===== config.mk =====
export PLATFORM = sky130hd
export DESIGN_NAME = tmr8_unit
export DESIGN_NICKNAME = d
export VERILOG_FILES = /design/src/rtl/tmr8_pkg.sv /design/src/rtl/tmr8_tick_if.sv /design/src/rtl/tmr8_unit.sv /design/src/rtl/tmr8_tick_sel.sv
export SDC_FILE = /design/constraint.sdc
export NUM_CORES = 1
export LEC_CHECK = 0
export BUFFER_PORTS_ARGS = -buffer_cell sky130_fd_sc_hd__clkbuf_2
export CORE_UTILIZATION = 51
export CTS_CLUSTER_DIAMETER = 40
export CTS_CLUSTER_SIZE = 20
export DETAILED_ROUTE_END_ITERATION = 10
export HOLD_SLACK_MARGIN = 0.02
export PLACE_DENSITY = 0.79
export SETUP_SLACK_MARGIN = 0.1
export SYNTH_ARGS = -nofsm -noshare
export SYNTH_HDL_FRONTEND = slang
export SYNTH_SLANG_ARGS = --single-unit

===== constraint.sdc =====
create_clock -name clock -period 2.65 [get_ports clock]
set_input_delay 0.3975 -clock clock [delete_from_list [all_inputs] [get_ports clock]]
set_output_delay 0.3975 -clock clock [all_outputs]
set_load 0.01 [all_outputs]

===== src/rtl/tmr8_pkg.sv =====
package tmr8_pkg;
    localparam logic [7:0] tmr8_bottom = 8'h00;
    localparam logic [7:0] tmr8_max = 8'hFF;
    localparam logic [7:0] tmr8_cnt_rst = 8'h00;
    localparam logic [7:0] tmr8_cmp_rst = 8'h00;
    localparam logic [2:0] tmr8_cs_off = 3'h0;
    localparam logic [2:0] tmr8_cs_ext_fall = 3'h6;
    localparam logic [2:0] tmr8_cs_ext_rise = 3'h7;
    localparam logic tmr8_wave_rst = 1'b0;

    typedef enum logic [1:0] {
        tmr8_normal = 2'b00,
        tmr8_pc_pwm = 2'b01,
        tmr8_ctc = 2'b10,
        tmr8_fast_pwm = 2'b11
    } tmr8_mode_type;

    typedef enum logic [1:0] {
        tmr8_act_none = 2'b00,
        tmr8_act_toggle = 2'b01,
        tmr8_act_clear = 2'b10,
        tmr8_act_set = 2'b11
    } tmr8_action_type;
endpackage


===== src/rtl/tmr8_tick_if.sv =====
`timescale 1ns/1ns
interface tmr8_tick_if;
    logic [2:0] clock_source_select;
    logic [7:0] prescale_taps;
    logic ext_pin;
    logic timer_tick;
    modport selector (input clock_source_select, input prescale_taps, input ext_pin,
                      output timer_tick);
    modport counter (output clock_source_select, output prescale_taps, output ext_pin,
                     input timer_tick);
endinterface


===== src/rtl/tmr8_unit.sv =====
`timescale 1ns/1ns
module tmr8_unit (
    input wire logic clock,
    input wire logic nrst,
    input wire logic [2:0] clock_source_select,
    input wire logic [7:0] prescale_taps,
    input wire logic ext_clock_pin,
    input wire logic [1:0] waveform_mode_select,
    input wire logic [1:0] compare_output_action,
    input wire logic counter_wr,
    input wire logic [7:0] counter_wdata,
    input wire logic compare_wr,
    input wire logic [7:0] compare_wdata,
    input wire logic force_compare_strobe,
    input wire logic compare_flag_w1c,
    input wire logic overflow_flag_w1c,
    input wire logic compare_irq_enable,
    input wire logic overflow_irq_enable,
    input wire logic global_irq_enable,
    input wire logic compare_irq_ack,
    input wire logic overflow_irq_ack,
    input wire logic port_out_value,
    input wire logic output_pin_direction,
    output logic [7:0] counter_value,
    output logic [7:0] compare_value,
    output logic compare_match_flag,
    output logic overflow_flag,
    output logic compare_irq,
    output logic overflow_irq,
    output logic waveform_output_state,
    output logic pin_out,
    output logic pin_oe_n,
    output logic top_flag,
    output logic bottom_flag
);
    tmr8_tick_if tick_bus ();
    assign tick_bus.clock_source_select = clock_source_select;
    assign tick_bus.prescale_taps = prescale_taps;
    assign tick_bus.ext_pin = ext_clock_pin;

    tmr8_tick_sel u_tick (
        .clock(clock),
        .nrst(nrst),
        .tick(tick_bus.selector)
    );

    logic [7:0] cnt_q, cnt_d;
    logic [7:0] ocr_q, ocr_d;
    logic [7:0] obuf_q, obuf_d;
    logic down_q, down_d;
    logic block_q, block_d;
    logic ocf_q, tov_q, wave_q, wave_d;
    logic cirq_q, oirq_q, pin_q, oe_n_q, top_q, bot_q;

    wire tick = tick_bus.timer_tick;
    wire tmr8_pkg::tmr8_mode_type mode = tmr8_pkg::tmr8_mode_type'(waveform_mode_select);
    wire tmr8_pkg::tmr8_action_type act = tmr8_pkg::tmr8_action_type'(compare_output_action);
    wire is_pwm = mode == tmr8_pkg::tmr8_pc_pwm || mode == tmr8_pkg::tmr8_fast_pwm;

    // comparator and extremes
    wire cmp_eq = cnt_q == ocr_q;
    wire at_max = cnt_q == tmr8_pkg::tmr8_max;
    wire at_bottom = cnt_q == tmr8_pkg::tmr8_bottom;
    wire at_top = (mode == tmr8_pkg::tmr8_ctc) ? cmp_eq : at_max;
    // a counter write blanks matches until the next tick has passed
    wire match_ok = cmp_eq & ~block_q & ~counter_wr;

    // counting step per mode
    logic [7:0] step_val;
    logic step_down;
    always_comb begin
        step_val = cnt_q + 8'h01;
        step_down = down_q;
        unique case (mode)
            tmr8_pkg::tmr8_normal: step_val = cnt_q + 8'h01;
            tmr8_pkg::tmr8_ctc: step_val = cmp_eq ? tmr8_pkg::tmr8_bottom : cnt_q + 8'h01;
            tmr8_pkg::tmr8_fast_pwm: step_val = at_max ? tmr8_pkg::tmr8_bottom : cnt_q + 8'h01;
            tmr8_pkg::tmr8_pc_pwm: begin
                if (at_max) begin
                    step_down = 1'b1;
                end else if (at_bottom) begin
                    step_down = 1'b0;
                end
                step_val = step_down ? cnt_q - 8'h01 : cnt_q + 8'h01;
            end
        endcase
    end

    // overflow point per mode
    wire ovf_evt = tick & ((mode == tmr8_pkg::tmr8_pc_pwm) ? at_bottom && down_q : at_max);

    // active-register update: direct when unbuffered, at MAX in both PWM modes when buffered
    wire load_pt = (mode == tmr8_pkg::tmr8_pc_pwm) ? at_max : at_max;
    wire buf_load = is_pwm & tick & load_pt;

    // waveform action on a match, or on a forced match in the non-PWM modes only
    logic match_hit, pwm_bottom_hit;
    always_comb begin
        match_hit = tick & match_ok;
        pwm_bottom_hit = tick & (mode == tmr8_pkg::tmr8_fast_pwm) & at_max;
    end

    wire force_hit = force_compare_strobe & ~is_pwm;
    wire act_hit = match_hit | force_hit;

    always_comb begin
        wave_d = wave_q;
        if (is_pwm) begin
            if (act == tmr8_pkg::tmr8_act_toggle && mode == tmr8_pkg::tmr8_fast_pwm) begin
                if (match_hit) begin
                    wave_d = ~wave_q;
                end
            end else if (act[1]) begin
                // act[0] selects inverting polarity
                if (mode == tmr8_pkg::tmr8_fast_pwm) begin
                    if (match_hit) begin
                        wave_d = act[0];
                    end else if (pwm_bottom_hit) begin
                        wave_d = ~act[0];
                    end
                end else if (match_hit) begin
                    wave_d = down_q ? ~act[0] : act[0];
                end
            end
        end else if (act_hit) begin
            // action field read live, no buffering
            unique case (act)
                tmr8_pkg::tmr8_act_none: wave_d = wave_q;
                tmr8_pkg::tmr8_act_toggle: wave_d = ~wave_q;
                tmr8_pkg::tmr8_act_clear: wave_d = 1'b0;
                tmr8_pkg::tmr8_act_set: wave_d = 1'b1;
            endcase
        end
    end

    always_comb begin
        cnt_d = cnt_q;
        down_d = down_q;
        if (counter_wr) begin
            cnt_d = counter_wdata;
        end else if (tick) begin
            cnt_d = step_val;
            down_d = (mode == tmr8_pkg::tmr8_pc_pwm) ? step_down : 1'b0;
        end
        if (mode != tmr8_pkg::tmr8_pc_pwm) begin
            down_d = 1'b0;
        end
    end

    always_comb begin
        ocr_d = ocr_q;
        obuf_d = obuf_q;
        if (compare_wr && is_pwm) begin
            obuf_d = compare_wdata;
        end
        if (compare_wr && !is_pwm) begin
            ocr_d = compare_wdata;
            obuf_d = compare_wdata;
        end else if (buf_load) begin
            ocr_d = obuf_q;
        end
    end

    // block spans from a write until the following tick is consumed
    always_comb begin
        block_d = block_q;
        if (counter_wr) begin
            block_d = 1'b1;
        end else if (tick) begin
            block_d = 1'b0;
        end
    end

    always_ff @(posedge clock) begin
        if (!nrst) begin
            cnt_q <= tmr8_pkg::tmr8_cnt_rst;
            ocr_q <= tmr8_pkg::tmr8_cmp_rst;
            obuf_q <= tmr8_pkg::tmr8_cmp_rst;
            down_q <= 1'b0;
            block_q <= 1'b0;
            wave_q <= tmr8_pkg::tmr8_wave_rst;
        end else begin
            cnt_q <= cnt_d;
            ocr_q <= ocr_d;
            obuf_q <= obuf_d;
            down_q <= down_d;
            block_q <= block_d;
            wave_q <= wave_d;
        end
    end

    // flag set wins over a clear in the same cycle
    // the match seen in this cycle is flagged at the closing edge of its tick
    wire ocf_set = tick & match_ok;
    wire ocf_clr = compare_flag_w1c | compare_irq_ack;
    wire tov_clr = overflow_flag_w1c | overflow_irq_ack;
    wire ocf_d_v = ocf_set | (ocf_q & ~ocf_clr);
    wire tov_d_v = ovf_evt | (tov_q & ~tov_clr);

    always_ff @(posedge clock) begin
        if (!nrst) begin
            ocf_q <= 1'b0;
            tov_q <= 1'b0;
        end else begin
            ocf_q <= ocf_set | (ocf_q & ~ocf_clr);
            tov_q <= ovf_evt | (tov_q & ~tov_clr);
        end
    end

    wire pin_sel = |compare_output_action;
    wire pin_val = pin_sel ? wave_d : port_out_value;

    always_ff @(posedge clock) begin
        if (!nrst) begin
            cirq_q <= 1'b0;
            oirq_q <= 1'b0;
            pin_q <= 1'b0;
            oe_n_q <= 1'b1;
            top_q <= 1'b0;
            bot_q <= 1'b1;
        end else begin
            cirq_q <= ocf_d_v & compare_irq_enable & global_irq_enable;
            oirq_q <= tov_d_v & overflow_irq_enable & global_irq_enable;
            pin_q <= pin_val;
            oe_n_q <= ~output_pin_direction;
            top_q <= cnt_d == tmr8_pkg::tmr8_max;
            bot_q <= cnt_d == tmr8_pkg::tmr8_bottom;
        end
    end

    assign counter_value = cnt_q;
    assign compare_value = is_pwm ? obuf_q : ocr_q;
    assign compare_match_flag = ocf_q;
    assign overflow_flag = tov_q;
    assign compare_irq = cirq_q;
    assign overflow_irq = oirq_q;
    assign waveform_output_state = wave_q;
    assign pin_out = pin_q;
    assign pin_oe_n = oe_n_q;
    assign top_flag = top_q;
    assign bottom_flag = bot_q;

    cnt_write_a: assert property (@(posedge clock) disable iff (!nrst)
        counter_wr |=> cnt_q == $past(counter_wdata))
        else $error("counter write lost");
    cnt_hold_a: assert property (@(posedge clock) disable iff (!nrst)
        !tick && !counter_wr |=> $stable(cnt_q))
        else $error("counter moved without tick");
    flag_late_a: assert property (@(posedge clock) disable iff (!nrst)
        tick && match_ok ##1 (!tick && !counter_wr) [*2] |-> !ocf_set)
        else $error("match flag set without tick");
    flag_set_a: assert property (@(posedge clock) disable iff (!nrst)
        ocf_set |=> ocf_q)
        else $error("set lost against clear");
    flag_w1c_a: assert property (@(posedge clock) disable iff (!nrst)
        compare_flag_w1c && !ocf_set |=> !ocf_q)
        else $error("flag not cleared");
    irq_gate_a: assert property (@(posedge clock) disable iff (!nrst)
        compare_irq |-> $past(compare_irq_enable) && $past(global_irq_enable))
        else $error("irq without enables");
    block_a: assert property (@(posedge clock) disable iff (!nrst)
        counter_wr ##1 tick |=> !ocf_q || $past(ocf_q))
        else $error("blocked match flagged");
    no_act_a: assert property (@(posedge clock) disable iff (!nrst)
        act == tmr8_pkg::tmr8_act_none && !is_pwm |=> $stable(wave_q))
        else $error("wave changed with no action");
    direct_cmp_a: assert property (@(posedge clock) disable iff (!nrst)
        compare_wr && !is_pwm |=> ocr_q == $past(compare_wdata))
        else $error("direct compare write lost");
endmodule


===== src/rtl/tmr8_tick_sel.sv =====
`timescale 1ns/1ns
module tmr8_tick_sel (
    input wire logic clock,
    input wire logic nrst,
    tmr8_tick_if.selector tick
);
    logic [2:0] ext_sync_q;
    logic tick_q;
    wire ext_rise = ext_sync_q[1] & ~ext_sync_q[2];
    wire ext_fall = ~ext_sync_q[1] & ext_sync_q[2];
    logic sel_tick;

    // zero selects nothing: no ticks at all
    always_comb begin
        unique case (tick.clock_source_select)
            tmr8_pkg::tmr8_cs_off: sel_tick = 1'b0;
            tmr8_pkg::tmr8_cs_ext_fall: sel_tick = ext_fall;
            tmr8_pkg::tmr8_cs_ext_rise: sel_tick = ext_rise;
            default: sel_tick = tick.prescale_taps[tick.clock_source_select];
        endcase
    end

    always_ff @(posedge clock) begin
        if (!nrst) begin
            ext_sync_q <= 3'h0;
            tick_q <= 1'b0;
        end else begin
            ext_sync_q <= {ext_sync_q[1:0], tick.ext_pin};
            tick_q <= sel_tick;
        end
    end

    assign tick.timer_tick = tick_q;

    no_tick_off_a: assert property (@(posedge clock) disable iff (!nrst)
        $past(tick.clock_source_select) == tmr8_pkg::tmr8_cs_off |-> !tick_q)
        else $error("tick while clock source off");
endmodule


# --- Yosys cells after proc, flatten, opt, wreduce, memory -nomap -nowiden ---
# Cells that the tools add are included.
classes:
  n_mux: 33
  bitwise: 33
  reduce_logical: 17
  shift: 0
  n_lt_le_gt_ge: 1
  multipliers: 0
  n_div: 0
  addsub: 2
  n_eq_ne: 12
ops:
  columns: ["op", "n"]
  rows:
  - ["$mux 8", 10]
  - ["$pmux 8 s4", 1]
  - ["$mux 1", 19]
  - ["$and 1x1->1", 17]
  - ["$eq 8x8->1 const B", 2]
  - ["$logic_not 8->1", 2]
  - ["$not 1->1", 11]
  - ["$add 8x1->8 const B", 1]
  - ["$eq 2x2->1 const B", 4]
  - ["$eq 8x8->1", 1]
  - ["$sub 8x1->8 const B", 1]
  - ["$eq 3x3->1 const B", 2]
  - ["$reduce_bool 2->1", 3]
  - ["$or 1x1->1", 5]
  - ["$eq 2x1->1 const B", 2]
  - ["$logic_and 1x1->1", 4]
  - ["$logic_not 2->1", 2]
  - ["$lt 3x4->1 const B", 1]
  - ["$pmux 1 s4", 1]
  - ["$reduce_or 2->1", 2]
  - ["$bmux 1 s3", 1]
  - ["$logic_not 3->1", 1]
  - ["$pmux 1 s3", 1]
  - ["$ne 2x1->1 const B", 1]
  - ["other kinds (3)", 3]
totals:
  romBits: 0
  latchBits: 0
  regBits: 39
  out_inout_bits: 25
  word_cells: 114
  in_bits: 46
  memories: 0
  ramBits: 0

# --- Longest topological paths before layout ---
logic_depth:
  ltp_word: 10
  depth_mapped: 10
  ltp_nobuf: 9

# --- Cells and area by module ---
# From an unflattened synthesis, not the netlist that was laid out.
hier_totals:
  hier_cells: 285
  hier_area_um2: 2537.4
by_module_without_submodules:
  columns: ["module", "cells_each", "n_inst", "area_each_um2", "seq_area_each_um2"]
  rows:
  - ["tmr8_unit", 267, 1, 2357.3, 700.7]
  - ["tmr8_tick_sel", 18, 1, 180.2, 80.1]

# --- Worst setup path after synthesis ---
# Ideal clock, no wire load.
synth_path:
  kind: "flip-flop to flip-flop"
  from: "register cnt_q[1] (netlist: counter_value[1])"
  to: "register bot_q (netlist: bottom_flag)"
  required_time_ns: 2.554
  setup_ns: 0.096
  path_slack_ns: 0.468
  n_path_buf: 2
  synth_period_minus_slack_ns: 2.182
  t_arrival_ns: 2.086
  stages_incl_launch_ff: 10
  cell_sequence: "dfxtp_1 buf_6 xor2_1 nor4_1 and4b_1 buf_6 nor3_1 o32ai_1 nand2_1 o41ai_2"
synth_between:
  elab_chain_len: 9
  word_cells_on_any_way: 15
  classes_between: "add/sub: 2; eq/ne: 2; mux: 9; reduce/logical: 2"
synth_rtl:
  columns: ["item", "line", "source"]
  rows:
  - ["from (decl)", "tmr8_unit.sv:47", "logic [7:0] cnt_q, cnt_d;"]
  - ["from (signal assigned)", "tmr8_unit.sv:176", "cnt_q <= tmr8_pkg::tmr8_cnt_rst;"]
  - ["from (signal assigned)", "tmr8_unit.sv:183", "cnt_q <= cnt_d;"]
  - ["parallel branches: the longest is 6 deep, another holds $add 8x1->8", null, null]
  - ["$mux 8 (*)", "tmr8_unit.sv:141", "end else if (tick) begin"]
  - ["$mux 8 (*)", "tmr8_unit.sv:139", "if (counter_wr) begin"]
  - ["$logic_not 8->1 (*)", "tmr8_unit.sv:227", "bot_q <= cnt_d == tmr8_pkg::tmr8_bottom;"]
  - ["to (signal assigned)", "tmr8_unit.sv:227", null]
  - ["to (decl)", "tmr8_unit.sv:53", "logic cirq_q, oirq_q, pin_q, oe_n_q, top_q, bot_q;"]
# Mark *: on every way between the ends. The select of a mux whose other input is x is not followed.
# A chain may end at the register's enable or synchronous reset.

# --- Worst setup path after layout ---
layout_path:
  from: "register cnt_q[5] (netlist: counter_value[5])"
  to: "register bot_q (netlist: bottom_flag)"
# The elaborated chain is that of the path after synthesis.

==> metrics list <==
- Standby leakage power: 1.31 nW
- 1st-iter DRT viols: 157
- Among all stages on the critical path, the largest delay is contributed by dfxtp_1.
- Layout filler cell count: 392
- Clock-pin slew was measured on the worst setup and hold paths at 0.08 ns.
* Worst skew pair latency: 0.29 ns
- Setup crit end kind: flip-flop
- The run finished with clean final reports.
- Of all flip-flops after synthesis, the portion carrying an async set or reset was 0%.
* Final worst hold slack: 0.256 ns
- The number of different library cells used by synthesis comes to 50.
- Global-route wire length before repair: 9140 um
- For this run, the post-layout net count is 393.
- The number of antenna violations at the first check in global routing is 0.
- Most Frequent Cell on Critical Path: buf_4
- Count of pins on the block boundary: 71
- Worst setup path class: flip-flop to flip-flop
* DIE WIDTH: 69.5 um
- Worst path cell trace: xor2_1, nor4_1, buf_4, and4b_2, nor3_1, o32ai_1, buf_4, nand2_1, o41ai_2
* Number of synthesized register bits: 39
- Net count of the mapped netlist: 322
* Clock Path Buffers: 2
* Clock Skews: 0.0101 ns
- Once detailed placement completed, the half-perimeter wirelength came to 4300 um.
- Data arrives at the worst endpoint at 2.59 ns.
- Most frequently used flop master after synthesis: dfxtp_1
* Die outline area: 4830 um^2
- STA classifies the critical path startpoint as a flip-flop.
- Storage element area: 783 um^2
- Maximum number of pins on one net before global-route repair: 26
* Total track usage: 23.7%
* Library cell occupying the most area in the post-synthesis netlist: dfxtp_1
* Area of the placeable core: 4350 um^2
* Count of flip-flops with a built-in enable after synthesis: 0
* Clock period minus final worst setup slack: 2.39 ns
* Post_cts resized: 0
* IO buf count: 67
- For this configuration, the core starts out at a cell density of 53.3%.
- Share of the clock period used by the worst path: 90.2%
- Wires add up to 5650 um.
- By area the synthesized netlist is led by dfxtp_1 34%, mux2i_1 7.8%, nor2_1 7.4%.
- Summed over all layers, the global routing overflow is 0.
* Critical path required time: 2.85 ns
- The synthesized netlist occupies a cell area of 2320 um^2.
- Vias per cell: 5.70
* Area growth from synthesis to layout: 22.8%
- Setup violations remaining at the end of the flow were counted as 0.
* Avg Cell Area, Syn: 8.51 um^2
- Max-slew headroom: 59.5%
- Drt wl/cell: 14.2 um
- The via count of the first global-routing pass came to 2,046.
- Counting both buffers and inverters, the worst setup path holds a total of 2.
* Area used by multi-input combinational logic: 1410 um^2
* Synth Instances: 273
* Sequential fraction of the synthesis area: 33.6%
- TritonCTS built the clock tree.
- The number of pins exceeding their max-slew limit in the final report came to 0.
- TritonCTS created 5 clock buffers.
* Antenna cell count: 0
- Placer's final routability congestion estimate: 0.969
- Worst vdd rail ir drop: 0.000287 V
- Remaining number of nets flagged by the antenna check after routing: 0
* Number of buffers inserted for hold repair after clock tree synthesis: 0
- After floorplanning, the core was divided into 24 placement rows.
* Setup repair after global routing missed its margin: false
- Derived from the worst setup path, the maximum achievable clock frequency is 419 MHz.
* Slowest stage delay, CP: 0.49 ns
- Along the worst path, the maximum fanout reaches 6.
* Slew @ Worst Pin: 0.603 ns
* Vias: 2,263
- The H-tree was split into 2 levels.
- Share of final-layout standard cells stronger than drive strength 1: 33.0%
* Hold/Removal Path Class: primary input to flip-flop
- DR DRC count: 0
- The synthesized design devotes to its leading area cell type 33.6% of total area.
- Power density of the placed cells: 492 nW/um^2
- Final hold vios: 0
* Clock sink count: 39
* Master cell of the clock root buffer: clkbuf_8
* Cell type group with the largest total delay on the critical path: simple AND/OR/NAND/NOR gates
- Chip height: 69.5 um
- The first detailed-routing pass took 4 iterations.
* Setup Buffers After CTS: 0
- Max-cap check violation count: 0
- After routing, the total negative slack on setup checks comes to 0 ns.
- Ys Warns: 0
## sequential cells by signal, summed over array words and instances (netlist names)
register	count
waveform_output_state	1
obuf_q	8
top_flag	1
overflow_flag	1
u_tick.tick.timer_tick	1
compare_match_flag	1
u_tick.ext_sync_q	3
ocr_q	8
overflow_irq	1
compare_irq	1
counter_value	8
pin_oe_n	1
pin_out	1
down_q	1
block_q	1
bottom_flag	1
## cells in the final DEF, fill, tap and decap left out, drive strengths merged, types with 3 or more instances in the layout
cell type,count
nor3,3
a211oi,9
nor2,46
a22oi,4
a31oi,6
nor4,5
mux2i,18
buf,16
o31ai,7
nor2b,4
nand4,5
clkbuf,74
o21ai,7
inv,7
nand3,5
nand2,13
and2,8
o41ai,4
xor2,11
and3,5
xnor2,3
dfxtp,39
ha,3
mux2,9
a21oi,10
## power by group
group	leakage, nW	internal, W	switching [W]	total, W
logic	0.941	0.000144	0.000161	0.000304
registers	0.322	0.000619	0.0000334	0.000652
clock network	0.0505	0.000237	0.000209	0.000445
total	1.31	0.000999	0.000403	0.00140
## Yosys cell counts (4+ instances only)
master,n
nand2_1,13
nand4_1,5
o31ai_1,7
and2_1,7
o21ai_0,7
a22oi_1,4
mux2i_1,18
clkbuf_1,9
a21oi_1,10
mux2_2,9
nor4_1,4
nand3_1,5
dfxtp_1,39
xor2_1,11
a211oi_1,9
nor2_1,46
a31oi_1,6
nor2b_1,4
and3_1,5
buf_6,5
inv_1,6
## routing by layer
layer / global-route usage, % / vias to the layer above / share of wire [%]
met4: 12.5 / 0 / 2.5
met5: 0 / - / 0
met3: 5.09 / 12 / 6.8
li1: - / 1124 / -
met1: 29.2 / 1027 / 45
met2: 38.7 / 100 / 46
## cell type report
class                      instances  area share (%)
clock inverter                     1           0.263
clock buffer                       7            3.38
multi-input combinational        207            49.6
inverter                           8            1.05
tap                               52            2.28
sequential                        39            27.5
timing repair buffer              83            16.0
## per-stage QoR
stage | util [%] | area [um^2] | std cells | power (W) | setup slack, ns
after CTS | 65.0 | 2830 | 397 | 0.00141 | 0.138
after detailed placement | 62.6 | 2730 | 389 | 0.000963 | 0.180
after floorplan | - | 2320 | 273 | 0.000851 | 0.468
after global routing | 65.5 | 2850 | 397 | 0.00147 | 0.109
final | 65.5 | 2850 | 397 | 0.00140 | 0.261
after global placement | 62.6 | 2730 | 389 | 0.000956 | 0.204
## final timing paths
kind / start / slack [ns] / to / cells past startpoint
max reg2reg: counter_value[5] / 0.26 / bottom_flag / 9
max: counter_value[5] / 0.26 / bottom_flag / 9
min reg2reg: u_tick.ext_sync_q[0] / 0.44 / u_tick.ext_sync_q[1] / 1
min: output_pin_direction / 0.26 / pin_oe_n / 2
## cell families (layout without fill, tap and decap cells)
family                     count (synthesis)  count (layout)  synth area share [%]
and+or+nand+nor                          104             104                  22.7
AOI/OAI and AO/OA                         58              58                  17.4
DFF                                       39              39                  33.6
muxes                                     28              28                  13.1
buffers and inverters                     27              99                  6.36
xor gates and xnor gates                  14              14                  5.28
adders and majority gates                  3               3                  1.62
Note: power is estimated with default switching activity, not from simulation.
